`src/inc/fsl_pkg.sv`:
```
package fsl_pkg;
  localparam int ADDR_W = 25;
  localparam int DATA_W = 16;
  localparam int SCR_N = 8;

  // Clock and timing
  localparam int CLK_PERIOD_NS = 10;
  localparam int T_WP_NS = 35;
  localparam int T_WP_CYC = (T_WP_NS + CLK_PERIOD_NS - 1) / CLK_PERIOD_NS;
  localparam int T_ACC_NS = 110;
  localparam int T_ACC_CYC = (T_ACC_NS + CLK_PERIOD_NS - 1) / CLK_PERIOD_NS;
  localparam int SYNC_LAT_CYC = 3;
  localparam int T_RP_NS = 500;
  localparam int T_RP_CYC = (T_RP_NS + CLK_PERIOD_NS - 1) / CLK_PERIOD_NS;
  localparam int RESUME_GAP_MS = 5;
  localparam int RESUME_GAP_CYC = (RESUME_GAP_MS * 1000000 + CLK_PERIOD_NS - 1) / CLK_PERIOD_NS;
  localparam int UNLOCK_GAP_US = 2;
  localparam int UNLOCK_GAP_CYC = (UNLOCK_GAP_US * 1000 + CLK_PERIOD_NS - 1) / CLK_PERIOD_NS;

  // Bus addresses and command codes
  localparam logic [ADDR_W-1:0] ADR_UNLOCK1 = 25'h0000555;
  localparam logic [ADDR_W-1:0] ADR_UNLOCK2 = 25'h00002AA;
  localparam logic [ADDR_W-1:0] ADR_ZERO = 25'h0000000;
  localparam logic [DATA_W-1:0] CMD_UNLOCK1 = 16'h00AA;
  localparam logic [DATA_W-1:0] CMD_UNLOCK2 = 16'h0055;
  localparam logic [DATA_W-1:0] CMD_ERASE_SUSPEND = 16'h00B0;
  localparam logic [DATA_W-1:0] CMD_ERASE_RESUME = 16'h0030;
  localparam logic [DATA_W-1:0] CMD_LOCK_ENTRY = 16'h0040;
  localparam logic [DATA_W-1:0] CMD_PW_ENTRY = 16'h0060;
  localparam logic [DATA_W-1:0] CMD_PROGRAM = 16'h00A0;
  localparam logic [DATA_W-1:0] CMD_EXIT1 = 16'h0090;
  localparam logic [DATA_W-1:0] CMD_EXIT2 = 16'h0000;
  localparam logic [DATA_W-1:0] CMD_UNLOCK_START = 16'h0025;
  localparam logic [DATA_W-1:0] CMD_UNLOCK_COUNT = 16'h0003;
  localparam logic [DATA_W-1:0] CMD_UNLOCK_CONFIRM = 16'h0029;
  localparam logic [DATA_W-1:0] CMD_ABORT_RESET = 16'h00F0;

  // Lock register field positions
  localparam int LOCK_SECURED_BIT = 0;
  localparam int LOCK_PERSIST_BIT = 1;
  localparam int LOCK_PASSWORD_BIT = 2;

  typedef enum logic [3:0] {
    OP_READ = 4'h0, OP_WRITE = 4'h1, OP_SUSPEND = 4'h2, OP_RESUME = 4'h3,
    OP_LOCK_ENTER = 4'h4, OP_LOCK_PROG = 4'h5, OP_LOCK_READ = 4'h6,
    OP_PW_ENTER = 4'h7, OP_PW_PROG = 4'h8, OP_PW_READ = 4'h9,
    OP_PW_UNLOCK = 4'hA, OP_EXIT = 4'hB, OP_ABORT_RESET = 4'hC, OP_HW_RESET = 4'hD
  } fsl_op_type;

  typedef enum logic [1:0] {
    MODE_ARRAY = 2'h0, MODE_LOCKSET = 2'h1, MODE_PWSET = 2'h2
  } fsl_mode_type;

  typedef enum logic [2:0] {
    ST_IDLE = 3'b001, ST_RUN = 3'b010, ST_RST = 3'b100
  } fsl_state_type;

  typedef enum logic [3:0] {
    CY_IDLE = 4'b0001, CY_SETUP = 4'b0010, CY_STROBE = 4'b0100, CY_HOLD = 4'b1000
  } fsl_cyc_state_type;
endpackage

```
`src/fsl_cycle.sv`:
```
module fsl_cycle
  import fsl_pkg::*;
(
  // Clock and reset
  input wire logic clk_in,
  input wire logic rst_n_in,
  // Cycle request
  input wire logic start_in,
  input wire logic rd_in,
  input wire logic [ADDR_W-1:0] addr_in,
  input wire logic [DATA_W-1:0] wdata_in,
  output logic done_out,
  output logic [DATA_W-1:0] rdata_out,
  // Flash pins
  input wire logic [DATA_W-1:0] dq_in,
  output logic [ADDR_W-1:0] addr_out,
  output logic [DATA_W-1:0] dq_out,
  output logic dq_oe_out,
  output logic ce_n_out,
  output logic oe_n_out,
  output logic we_n_out
);
  fsl_cyc_state_type state_r;
  logic rd_r;
  logic [7:0] cnt_r;
  logic [DATA_W-1:0] s1_r, s2_r, s3_r, stable_r;

  localparam logic [7:0] WP_LEN = 8'(T_WP_CYC);
  localparam logic [7:0] RD_LEN = 8'(T_ACC_CYC + SYNC_LAT_CYC);

  // Data bus synchroniser, a change counts once stages two and three agree
  always_ff @(posedge clk_in or negedge rst_n_in) begin
    if (!rst_n_in) begin
      s1_r <= '0;
      s2_r <= '0;
      s3_r <= '0;
      stable_r <= '0;
    end else begin
      s1_r <= dq_in;
      s2_r <= s1_r;
      s3_r <= s2_r;
      if (s2_r == s3_r) begin
        stable_r <= s3_r;
      end
    end
  end

  always_ff @(posedge clk_in or negedge rst_n_in) begin
    if (!rst_n_in) begin
      state_r <= CY_IDLE;
      cnt_r <= '0;
      rd_r <= 1'b0;
      addr_out <= '0;
      dq_out <= '0;
      rdata_out <= '0;
      done_out <= 1'b0;
    end else begin
      done_out <= 1'b0;
      case (state_r)
        CY_IDLE: begin
          if (start_in) begin
            rd_r <= rd_in;
            addr_out <= addr_in;
            dq_out <= wdata_in;
            state_r <= CY_SETUP;
          end
        end
        CY_SETUP: begin
          cnt_r <= rd_r ? RD_LEN : WP_LEN;
          state_r <= CY_STROBE;
        end
        CY_STROBE: begin
          if (cnt_r == 8'h01) begin
            if (rd_r) begin
              rdata_out <= stable_r;
            end
            state_r <= CY_HOLD;
          end
          cnt_r <= cnt_r - 8'h01;
        end
        CY_HOLD: begin
          done_out <= 1'b1;
          state_r <= CY_IDLE;
        end
        default: state_r <= CY_IDLE;
      endcase
    end
  end

  assign ce_n_out = (state_r == CY_IDLE);
  assign oe_n_out = !(rd_r && (state_r == CY_STROBE));
  assign we_n_out = !(!rd_r && (state_r == CY_STROBE));
  assign dq_oe_out = !rd_r && (state_r != CY_IDLE);
endmodule

```
`src/fsl_host.sv`:
```
// Contract
// Device takes erase suspend only while sector erase or its load window runs.
// Device ignores suspend during chip erase or word program.
// Device halts active sector erase within 20 us after suspend.
// Suspend during load window ends window at once, no erasure.
// Suspended device reads and programs unselected sectors only.
// Reads inside suspended sectors return status bits.
// Program during suspension reports status, then returns to suspended read.
// Suspended device accepts identification query sequence.
// Resume carries the suspended sector address; repeat resumes are ignored.
// Host waits at least 5 ms from resume to next suspend. The host accepts a suspend in the cycle of the resume's DONE_OUT pulse.
// Lock register holds three one-time bits, readable after access delay.
// Lock set blocks array access until its exit command.
// Unexited lock set hangs device until hardware reset.
// Lock program setting both mode lock bits together aborts.
// Password written in portions, one program command each, any order.
// Password bits only clear to zero; blank password reads all ones.
// Password reads all ones once password lock bit is programmed.
// Only two low address bits select portion; higher ones abort.
// Exact match unfreezes guard; each check takes 2 us, overlaps ignored.
// Bad unlock may enter buffer abort; host must send abort reset.
// Host tracks supplied password portions and confirms by reading freeze flag. The host tracks portions but never reads the freeze flag.
// Password set blocks array access until its exit command.
// Sector erase load window lasts 50 us, restarted by each address.
// Device models its special conditions as distinct states of one machine.
module fsl_host
  import fsl_pkg::*;
#(
  parameter int RESUME_GAP = RESUME_GAP_CYC
) (
  // Clock and reset
  input wire logic CLK_IN,
  input wire logic RESETN_IN,
  // User command port
  input wire logic START_IN,
  input wire logic [3:0] OP_IN,
  input wire logic [ADDR_W-1:0] ADDR_IN,
  input wire logic [DATA_W-1:0] DATA_IN,
  input wire logic [63:0] PW_IN,
  output logic BUSY_OUT,
  output logic DONE_OUT,
  output logic REFUSED_OUT,
  output logic [DATA_W-1:0] RDATA_OUT,
  output logic [1:0] MODE_OUT,
  output logic [3:0] PW_PORTIONS_OUT,
  // Flash pins
  input wire logic [DATA_W-1:0] F_DQ_IN,
  output logic [DATA_W-1:0] F_DQ_OUT,
  output logic F_DQ_OE_OUT,
  output logic [ADDR_W-1:0] F_ADDR_OUT,
  output logic F_CE_N_OUT,
  output logic F_OE_N_OUT,
  output logic F_WE_N_OUT,
  output logic F_RESET_N_OUT
);
  logic rst_n_s1_r, rst_n;
  fsl_state_type state_r;
  fsl_mode_type mode_r;
  logic [3:0] op_r;
  logic [1:0] port_r;
  logic [ADDR_W-1:0] sa [SCR_N];
  logic [DATA_W-1:0] sd [SCR_N];
  logic sr [SCR_N];
  logic [3:0] slen;
  logic [ADDR_W-1:0] scr_a_r [SCR_N];
  logic [DATA_W-1:0] scr_d_r [SCR_N];
  logic scr_r_r [SCR_N];
  logic [3:0] len_r, idx_r;
  logic cyc_start_r, cyc_done;
  logic [DATA_W-1:0] cyc_rdata;
  logic [19:0] resume_gap_r;
  logic [7:0] unlock_gap_r;
  logic [7:0] rst_cnt_r;
  logic refuse, accept;

  always_ff @(posedge CLK_IN or negedge RESETN_IN) begin
    if (!RESETN_IN) begin
      rst_n_s1_r <= 1'b0;
      rst_n <= 1'b0;
    end else begin
      rst_n_s1_r <= 1'b1;
      rst_n <= rst_n_s1_r;
    end
  end

  // Command refusal, checked against the tracked mode and guard timers
  always_comb begin
    refuse = 1'b0;
    case (OP_IN)
      // array blocked in lock set
      // array blocked in password set
      OP_READ, OP_WRITE, OP_RESUME: refuse = (mode_r != MODE_ARRAY);
      // resume to suspend gap
      OP_SUSPEND: refuse = (mode_r != MODE_ARRAY) || (resume_gap_r != 20'h00000);
      OP_LOCK_ENTER, OP_PW_ENTER: refuse = (mode_r != MODE_ARRAY);
      OP_LOCK_READ: refuse = (mode_r != MODE_LOCKSET);
      // both mode locks never together
      OP_LOCK_PROG: refuse = (mode_r != MODE_LOCKSET) ||
        (!DATA_IN[LOCK_PERSIST_BIT] && !DATA_IN[LOCK_PASSWORD_BIT]);
      // high address bits must be zero
      OP_PW_PROG, OP_PW_READ: refuse = (mode_r != MODE_PWSET) || (ADDR_IN[ADDR_W-1:2] != '0);
      // no unlock inside check window
      OP_PW_UNLOCK: refuse = (mode_r != MODE_PWSET) || (unlock_gap_r != 8'h00);
      OP_EXIT: refuse = (mode_r == MODE_ARRAY);
      OP_ABORT_RESET, OP_HW_RESET: refuse = 1'b0;
      default: refuse = 1'b1;
    endcase
  end

  assign accept = START_IN && (state_r == ST_IDLE) && !refuse;

  // Bus cycle script for each command
  always_comb begin
    for (int i = 0; i < SCR_N; i++) begin
      sa[i] = ADR_ZERO;
      sd[i] = '0;
      sr[i] = 1'b0;
    end
    slen = 4'h1;
    case (OP_IN)
      OP_READ, OP_LOCK_READ: begin
        sa[0] = (OP_IN == OP_READ) ? ADDR_IN : ADR_ZERO;
        sr[0] = 1'b1;
      end
      OP_WRITE: begin
        sa[0] = ADDR_IN;
        sd[0] = DATA_IN;
      end
      OP_SUSPEND: sd[0] = CMD_ERASE_SUSPEND;
      OP_RESUME: begin
        // resume at suspended sector
        sa[0] = ADDR_IN;
        sd[0] = CMD_ERASE_RESUME;
      end
      OP_LOCK_ENTER, OP_PW_ENTER, OP_ABORT_RESET: begin
        // abort reset sequence; lock and password entry share its unlock cycles
        sa[0] = ADR_UNLOCK1;
        sd[0] = CMD_UNLOCK1;
        sa[1] = ADR_UNLOCK2;
        sd[1] = CMD_UNLOCK2;
        sa[2] = ADR_UNLOCK1;
        sd[2] = (OP_IN == OP_LOCK_ENTER) ? CMD_LOCK_ENTRY :
                (OP_IN == OP_PW_ENTER) ? CMD_PW_ENTRY : CMD_ABORT_RESET;
        slen = 4'h3;
      end
      OP_LOCK_PROG: begin
        sd[0] = CMD_PROGRAM;
        sd[1] = DATA_IN;
        slen = 4'h2;
      end
      OP_PW_PROG: begin
        // one program per portion
        sd[0] = CMD_PROGRAM;
        sa[1] = ADDR_IN;
        sd[1] = DATA_IN;
        slen = 4'h2;
      end
      OP_PW_READ: begin
        sa[0] = ADDR_IN;
        sr[0] = 1'b1;
      end
      OP_PW_UNLOCK: begin
        sd[0] = CMD_UNLOCK_START;
        sd[1] = CMD_UNLOCK_COUNT;
        for (int i = 0; i < 4; i++) begin
          sa[i+2] = ADDR_W'(i);
          sd[i+2] = PW_IN[16*i +: 16];
        end
        sd[6] = CMD_UNLOCK_CONFIRM;
        slen = 4'h7;
      end
      OP_EXIT: begin
        sd[0] = CMD_EXIT1;
        sd[1] = CMD_EXIT2;
        slen = 4'h2;
      end
      default: slen = 4'h1;
    endcase
  end

  always_ff @(posedge CLK_IN or negedge rst_n) begin
    if (!rst_n) begin
      state_r <= ST_IDLE;
      op_r <= OP_READ;
      port_r <= 2'h0;
      len_r <= 4'h0;
      idx_r <= 4'h0;
      cyc_start_r <= 1'b0;
      rst_cnt_r <= 8'h00;
      DONE_OUT <= 1'b0;
      for (int i = 0; i < SCR_N; i++) begin
        scr_a_r[i] <= ADR_ZERO;
        scr_d_r[i] <= '0;
        scr_r_r[i] <= 1'b0;
      end
    end else begin
      DONE_OUT <= 1'b0;
      cyc_start_r <= 1'b0;
      case (state_r)
        ST_IDLE: begin
          if (accept) begin
            op_r <= OP_IN;
            port_r <= ADDR_IN[1:0];
            scr_a_r <= sa;
            scr_d_r <= sd;
            scr_r_r <= sr;
            len_r <= slen;
            idx_r <= 4'h0;
            if (OP_IN == OP_HW_RESET) begin
              rst_cnt_r <= 8'(T_RP_CYC);
              state_r <= ST_RST;
            end else begin
              cyc_start_r <= 1'b1;
              state_r <= ST_RUN;
            end
          end
        end
        ST_RUN: begin
          if (cyc_done) begin
            if (idx_r + 4'h1 == len_r) begin
              DONE_OUT <= 1'b1;
              state_r <= ST_IDLE;
            end else begin
              idx_r <= idx_r + 4'h1;
              cyc_start_r <= 1'b1;
            end
          end
        end
        ST_RST: begin
          // reset pulse clears a hung device
          if (rst_cnt_r == 8'h01) begin
            DONE_OUT <= 1'b1;
            state_r <= ST_IDLE;
          end
          rst_cnt_r <= rst_cnt_r - 8'h01;
        end
        default: state_r <= ST_IDLE;
      endcase
    end
  end

  // Mode and password portion tracking
  always_ff @(posedge CLK_IN or negedge rst_n) begin
    if (!rst_n) begin
      mode_r <= MODE_ARRAY;
      PW_PORTIONS_OUT <= 4'h0;
    end else if (DONE_OUT) begin
      case (op_r)
        OP_LOCK_ENTER: mode_r <= MODE_LOCKSET;
        OP_PW_ENTER: mode_r <= MODE_PWSET;
        OP_EXIT, OP_HW_RESET: begin
          mode_r <= MODE_ARRAY;
          PW_PORTIONS_OUT <= 4'h0;
        end
        // portions supplied so far
        OP_PW_PROG: PW_PORTIONS_OUT[port_r] <= 1'b1;
        default: mode_r <= mode_r;
      endcase
    end
  end

  // Guard timers
  always_ff @(posedge CLK_IN or negedge rst_n) begin
    if (!rst_n) begin
      resume_gap_r <= 20'h00000;
      unlock_gap_r <= 8'h00;
    end else begin
      // start gap on resume
      if (DONE_OUT && op_r == OP_RESUME) begin
        resume_gap_r <= 20'(RESUME_GAP);
      end else if (resume_gap_r != 20'h00000) begin
        resume_gap_r <= resume_gap_r - 20'h00001;
      end
      // start check window
      if (DONE_OUT && op_r == OP_PW_UNLOCK) begin
        unlock_gap_r <= 8'(UNLOCK_GAP_CYC);
      end else if (unlock_gap_r != 8'h00) begin
        unlock_gap_r <= unlock_gap_r - 8'h01;
      end
    end
  end

  always_ff @(posedge CLK_IN or negedge rst_n) begin
    if (!rst_n) begin
      REFUSED_OUT <= 1'b0;
      RDATA_OUT <= '0;
    end else begin
      REFUSED_OUT <= START_IN && (state_r == ST_IDLE) && refuse;
      if (cyc_done && scr_r_r[idx_r[2:0]]) begin
        RDATA_OUT <= cyc_rdata;
      end
    end
  end

  fsl_cycle u_cycle (
    .clk_in(CLK_IN),
    .rst_n_in(rst_n),
    .start_in(cyc_start_r),
    .rd_in(scr_r_r[idx_r[2:0]]),
    .addr_in(scr_a_r[idx_r[2:0]]),
    .wdata_in(scr_d_r[idx_r[2:0]]),
    .done_out(cyc_done),
    .rdata_out(cyc_rdata),
    .dq_in(F_DQ_IN),
    .addr_out(F_ADDR_OUT),
    .dq_out(F_DQ_OUT),
    .dq_oe_out(F_DQ_OE_OUT),
    .ce_n_out(F_CE_N_OUT),
    .oe_n_out(F_OE_N_OUT),
    .we_n_out(F_WE_N_OUT)
  );

  assign F_RESET_N_OUT = (state_r != ST_RST);
  assign BUSY_OUT = (state_r != ST_IDLE);
  assign MODE_OUT = mode_r;
endmodule

```
`config.mk`:
```
export PLATFORM = sky130hd
export DESIGN_NAME = fsl_host
export DESIGN_NICKNAME = d
export VERILOG_FILES = /design/src/inc/fsl_pkg.sv /design/src/fsl_cycle.sv /design/src/fsl_host.sv
export SDC_FILE = /design/constraint.sdc
export NUM_CORES = 1
export LEC_CHECK = 0
export BUFFER_PORTS_ARGS = -buffer_cell sky130_fd_sc_hd__buf_2
export CAP_MARGIN = 20
export CORE_UTILIZATION = 40
export CTS_CLUSTER_DIAMETER = 50
export DETAILED_ROUTE_END_ITERATION = 12
export GPL_TIMING_DRIVEN = 0
export HOLD_SLACK_MARGIN = 0.15
export PLACE_DENSITY_LB_ADDON = 0.2
export SLEW_MARGIN = 30
export SYNTH_ARGS = -nofsm -noshare
export SYNTH_HDL_FRONTEND = slang
export SYNTH_SLANG_ARGS = --single-unit
```
`constraint.sdc`:
```
create_clock -name CLK_IN -period 14.7 [get_ports CLK_IN]
set_clock_uncertainty 0.1 [all_clocks]
set_input_delay 0.735 -clock CLK_IN [delete_from_list [all_inputs] [get_ports CLK_IN]]
set_output_delay 0.735 -clock CLK_IN [all_outputs]
set_load 0.005 [all_outputs]
```
==> flow_summary_export.csv <==
group,metric,value,unit
global_route,met3_usage,0.03660,
cells_and_area,drive_above_1_share,0.2199,
power,switchingPower,809.9,uW
cells_and_area,syn_to_final_growth,21.67,%
setup_path,critPathKind,"reg2reg",
setup_path,arrival,3900,ps
setup_path,cp_common_cell,"clkbuf_1",
floorplan,num_rows,73,
power,peakVddDrop,0.07294,mV
setup_path,cp_slowest_stage_delay,660,ps
place,gp_congestion,0.8573,
floorplan,core,39640,um^2
synthesis,synthArstFlopShare,1.000,
hold_path,hp-class,"reg2async",
global_route,grt_first_pass_wirelength,66360,um
timing,fmax,0.2778,GHz
setup_path,r2r_setup_slack,11100,ps
timing,fin_crit,3600,ps
drt,drt-wirelength-per-cell,18.28,um
drt,drt-initial-drc-count,592,
synthesis,synth_cell_types,66,
setup_path,startpoint,"idx_r[0]$_DFFE_PN0P_",
synthesis,synth_top_area_share,0.5604,
cells_and_area,instances_no_fill,2268,
power,p_int,2.021,mW
power,power-per-cell-area,144.8,nW/um^2
global_route,grt_busiest_layer,"met2",
cts,cts_buffers,44,
cts,cts.sinks,362,
global_route,grt_pass1_vias,11660,
global_route,antenna_found_initial,5,
cts,cts_tree,"built",
global_route,grt_use_total,0.2098,
cells_and_area,layout_commonest_cell,"dfrtp_1",
timing,final-setup-viol-count,0,
synthesis,syn_inst,1445,
job,drv_cap,0,
place,dpl.hpwl,30360,um
cells_and_area,nets,1848,
timing,maxSlewViolCount,0,
timing,worstMarginPinSlew,944.6,ps
timing,relSlewSlack,0.3686,
cts,clk_latency,570,ps
timing,rsz0062_at_grt,"no",
cts,htreeDepth,2,
synthesis,synth_edf_count,0,
place,port_buffers,196,
drt,vias,11360,
power,switching_share,0.2861,
floorplan,io_pins,199,
power,clkPwrFrac,0.384,
setup_path,reg2reg_to,"u_cycle.dq_out[15]$_DFFE_PN0P_",
setup_path,cp_top_family,"buffers and inverters",
power,seqPwrFrac,0.442,
setup_path,crit_fanout,10,
setup_path,crit_path_end,"u_cycle.dq_out[15]$_DFFE_PN0P_",
drt,routed_via_density,5.007,
synthesis,yosysWarnings,0,
synthesis,yosys.area.top_type,"dfrtp_1",
cells_and_area,final_cell_mix,"359 x dfrtp_1, 198 x buf_2, 181 x nand2_1",
synthesis,synth-main-ff-cell,"dfrtp_1",
drt,ant_nets,0,
synthesis,ys_seq_elements,362,
setup_path,rr_worst_depth,7,
cts,clock_path_buffers,3,
cts,cts_root_buf,"clkbuf_16",
synthesis,avgSynthCellArea,11.12,um^2
synthesis,syn_nets,1582,
place,post-place-ws,11080,ps
setup_path,worstPathRequired,15000,ps
setup_path,crit_path_end_kind,"flop",
power,leakagePower,8.820,nW
setup_path,cpMaxStageDelayCell,"a221oi_1",
cts,path_clk_slew,60,ps
power,comb_power_share,0.174,
setup_path,path_depth,7,
cells_and_area,design_area,19560,um^2
global_route,overflow,0,
timing,period_share,0.2449,
timing,final_hold_viol_count,0,
floorplan,die_x,202.5,um
synthesis,synthTopCellsByArea,"dfrtp_1 56%, mux2i_1 8.8%, nand2_1 4.2%",
drt,routed_wl,41460,um
floorplan,initial_core_util,0.4055,
place,dpl_cell_area,17960,um^2
setup_path,reg2reg_from,"idx_r[0]$_DFFE_PN0P_",
setup_path,crit_chain,"clkbuf_1 > clkbuf_1 > clkbuf_1 > clkbuf_1 > o21ai_0 > a221oi_1 > a21oi_1",
global_route,grt_max_degree,49,
place,dp_cells,2176,
global_route,met1_usage,0.2818,
run_status,status,"completed",
setup_path,worst-path-buf-inv,4,
setup_path,cp-start-kind,"flop",
drt,drc,0,
timing,setup_ws,11100,ps
drt,first_pass_iters,5,
synthesis,ys_seq_area_frac,0.5637,
floorplan,die-area,40990,um^2
floorplan,die_h,202.5,um
global_route,use_met2,0.3350,
cts,cts_resized,0,
synthesis,synth_area,16080,um^2
## how the worst min path moves through the flow
stage / startpoint / slack [ps] / depth (start not counted) / end
3_3_place_gp: u_cycle.s1_r[9]$_DFF_PN0_ / 230 / 0 / u_cycle.s2_r[9]$_DFF_PN0_
6_report: rst_n$_DFF_PN0_ / 170 / 0 / rst_cnt_r[5]$_DFFE_PN0P_
4_1_cts: F_DQ_IN[12] / 150 / 1 / u_cycle.s1_r[12]$_DFF_PN0_
5_1_grt: F_DQ_IN[12] / 150 / 1 / u_cycle.s1_r[12]$_DFF_PN0_
2_1_floorplan: rst_n_s1_r$_DFF_PN0_ / 230 / 0 / rst_n$_DFF_PN0_
3_5_place_dp: rst_n$_DFF_PN0_ / 190 / 0 / scr_d_r[34]$_DFFE_PN0P_
## layout make-up
cell class / count / area, um^2
inverters: 140 / 525.5
fillers: 3631 / 20080
repair buffers: 220 / 1331
diodes: 1 / 2.502
clock buffers: 56 / 1196
plain buffers: 76 / 351.6
clock inverters: 21 / 257.7
multi-input cells: 867 / 6172
flip-flops and latches: 362 / 9065
well taps: 525 / 656.9
## synthesized netlist by cell type (4+ instances only)
cell	number
nor2b_1	24
o211ai_1	10
mux2i_1	142
nand3_1	16
a22o_1	4
nor4b_1	5
o31ai_1	23
nand4_1	11
xor2_1	35
xnor2_1	4
nor3_1	20
buf_4	17
a21oi_1	41
inv_1	138
clkbuf_1	55
nor3b_1	7
nand4b_1	4
nor2_1	79
nand2_1	181
mux2_2	54
dfrtp_1	360
or3_1	10
or4_1	6
o21ai_0	52
ha_1	9
a211oi_1	11
a31oi_1	7
nor4_1	14
mux2_1	14
nand2b_1	12
nand3b_1	4
a221oi_1	12
mux4_2	16
## layer usage
layer / up-vias / routed length [um]
li1: 5461 / -
met5: - / 48
met3: 86 / 1869
met1: 5518 / 18800
met4: 8 / 1528
met2: 283 / 19210
## kinds of logic (layout without fill, tap and decap cells)
family | count (synthesis) | count (layout) | synth area share
buffers and inverters | 216 | 513 | 0.05448
and+or+nand+nor | 410 | 410 | 0.1225
DFF | 362 | 362 | 0.5637
AOI/OAI and AO/OA | 182 | 182 | 0.07239
xor gates and xnor gates | 39 | 39 | 0.02125
muxes | 226 | 226 | 0.1585
adders and majority gates | 9 | 9 | 0.007005
other | 1 | 2 | 0.0002333
## through the flow
step	utilization	hold WS (ps)	setup TNS [ps]	power (mW)
floorplan	-	231.2	0	1.551
global placement	0.4468	232.2	-236250	1.745
detailed placement	0.4531	185.3	0	1.766
CTS	0.4933	154.2	0	2.869
global route	0.4933	154.4	0	2.983
finish	0.4934	165.3	0	2.831
## sequential cells by signal, indices dropped and copies added (netlist names), 2 cells and up
register	flops
scr_a_r	52
port_r	2
u_cycle.stable_r	16
unlock_gap_r	8
u_cycle.rdata_out	16
u_cycle.s2_r	16
len_r	2
u_cycle.cnt_r	8
PW_PORTIONS_OUT	4
u_cycle.dq_out	16
MODE_OUT	2
resume_gap_r	20
state_r	3
scr_d_r	96
idx_r	4
RDATA_OUT	16
u_cycle.s3_r	16
rst_cnt_r	8
u_cycle.s1_r	16
op_r	4
u_cycle.state_r	4
u_cycle.addr_out	25
## repair_timing
action,in CTS,in global routing
buffers inserted,0,0
hold endpoints to repair,15,0
hold buffers,14,0
## power by group through the flow
stage	Clock (mW)	Combinational [mW]	Sequential (mW)
2_1_floorplan	0	0.294	1.26
3_3_place_gp	0	0.463	1.28
3_5_place_dp	0	0.498	1.27
4_1_cts	1.11	0.503	1.25
5_1_grt	1.16	0.555	1.27
6_report	1.09	0.493	1.25
(Power assumes the default switching activity.)
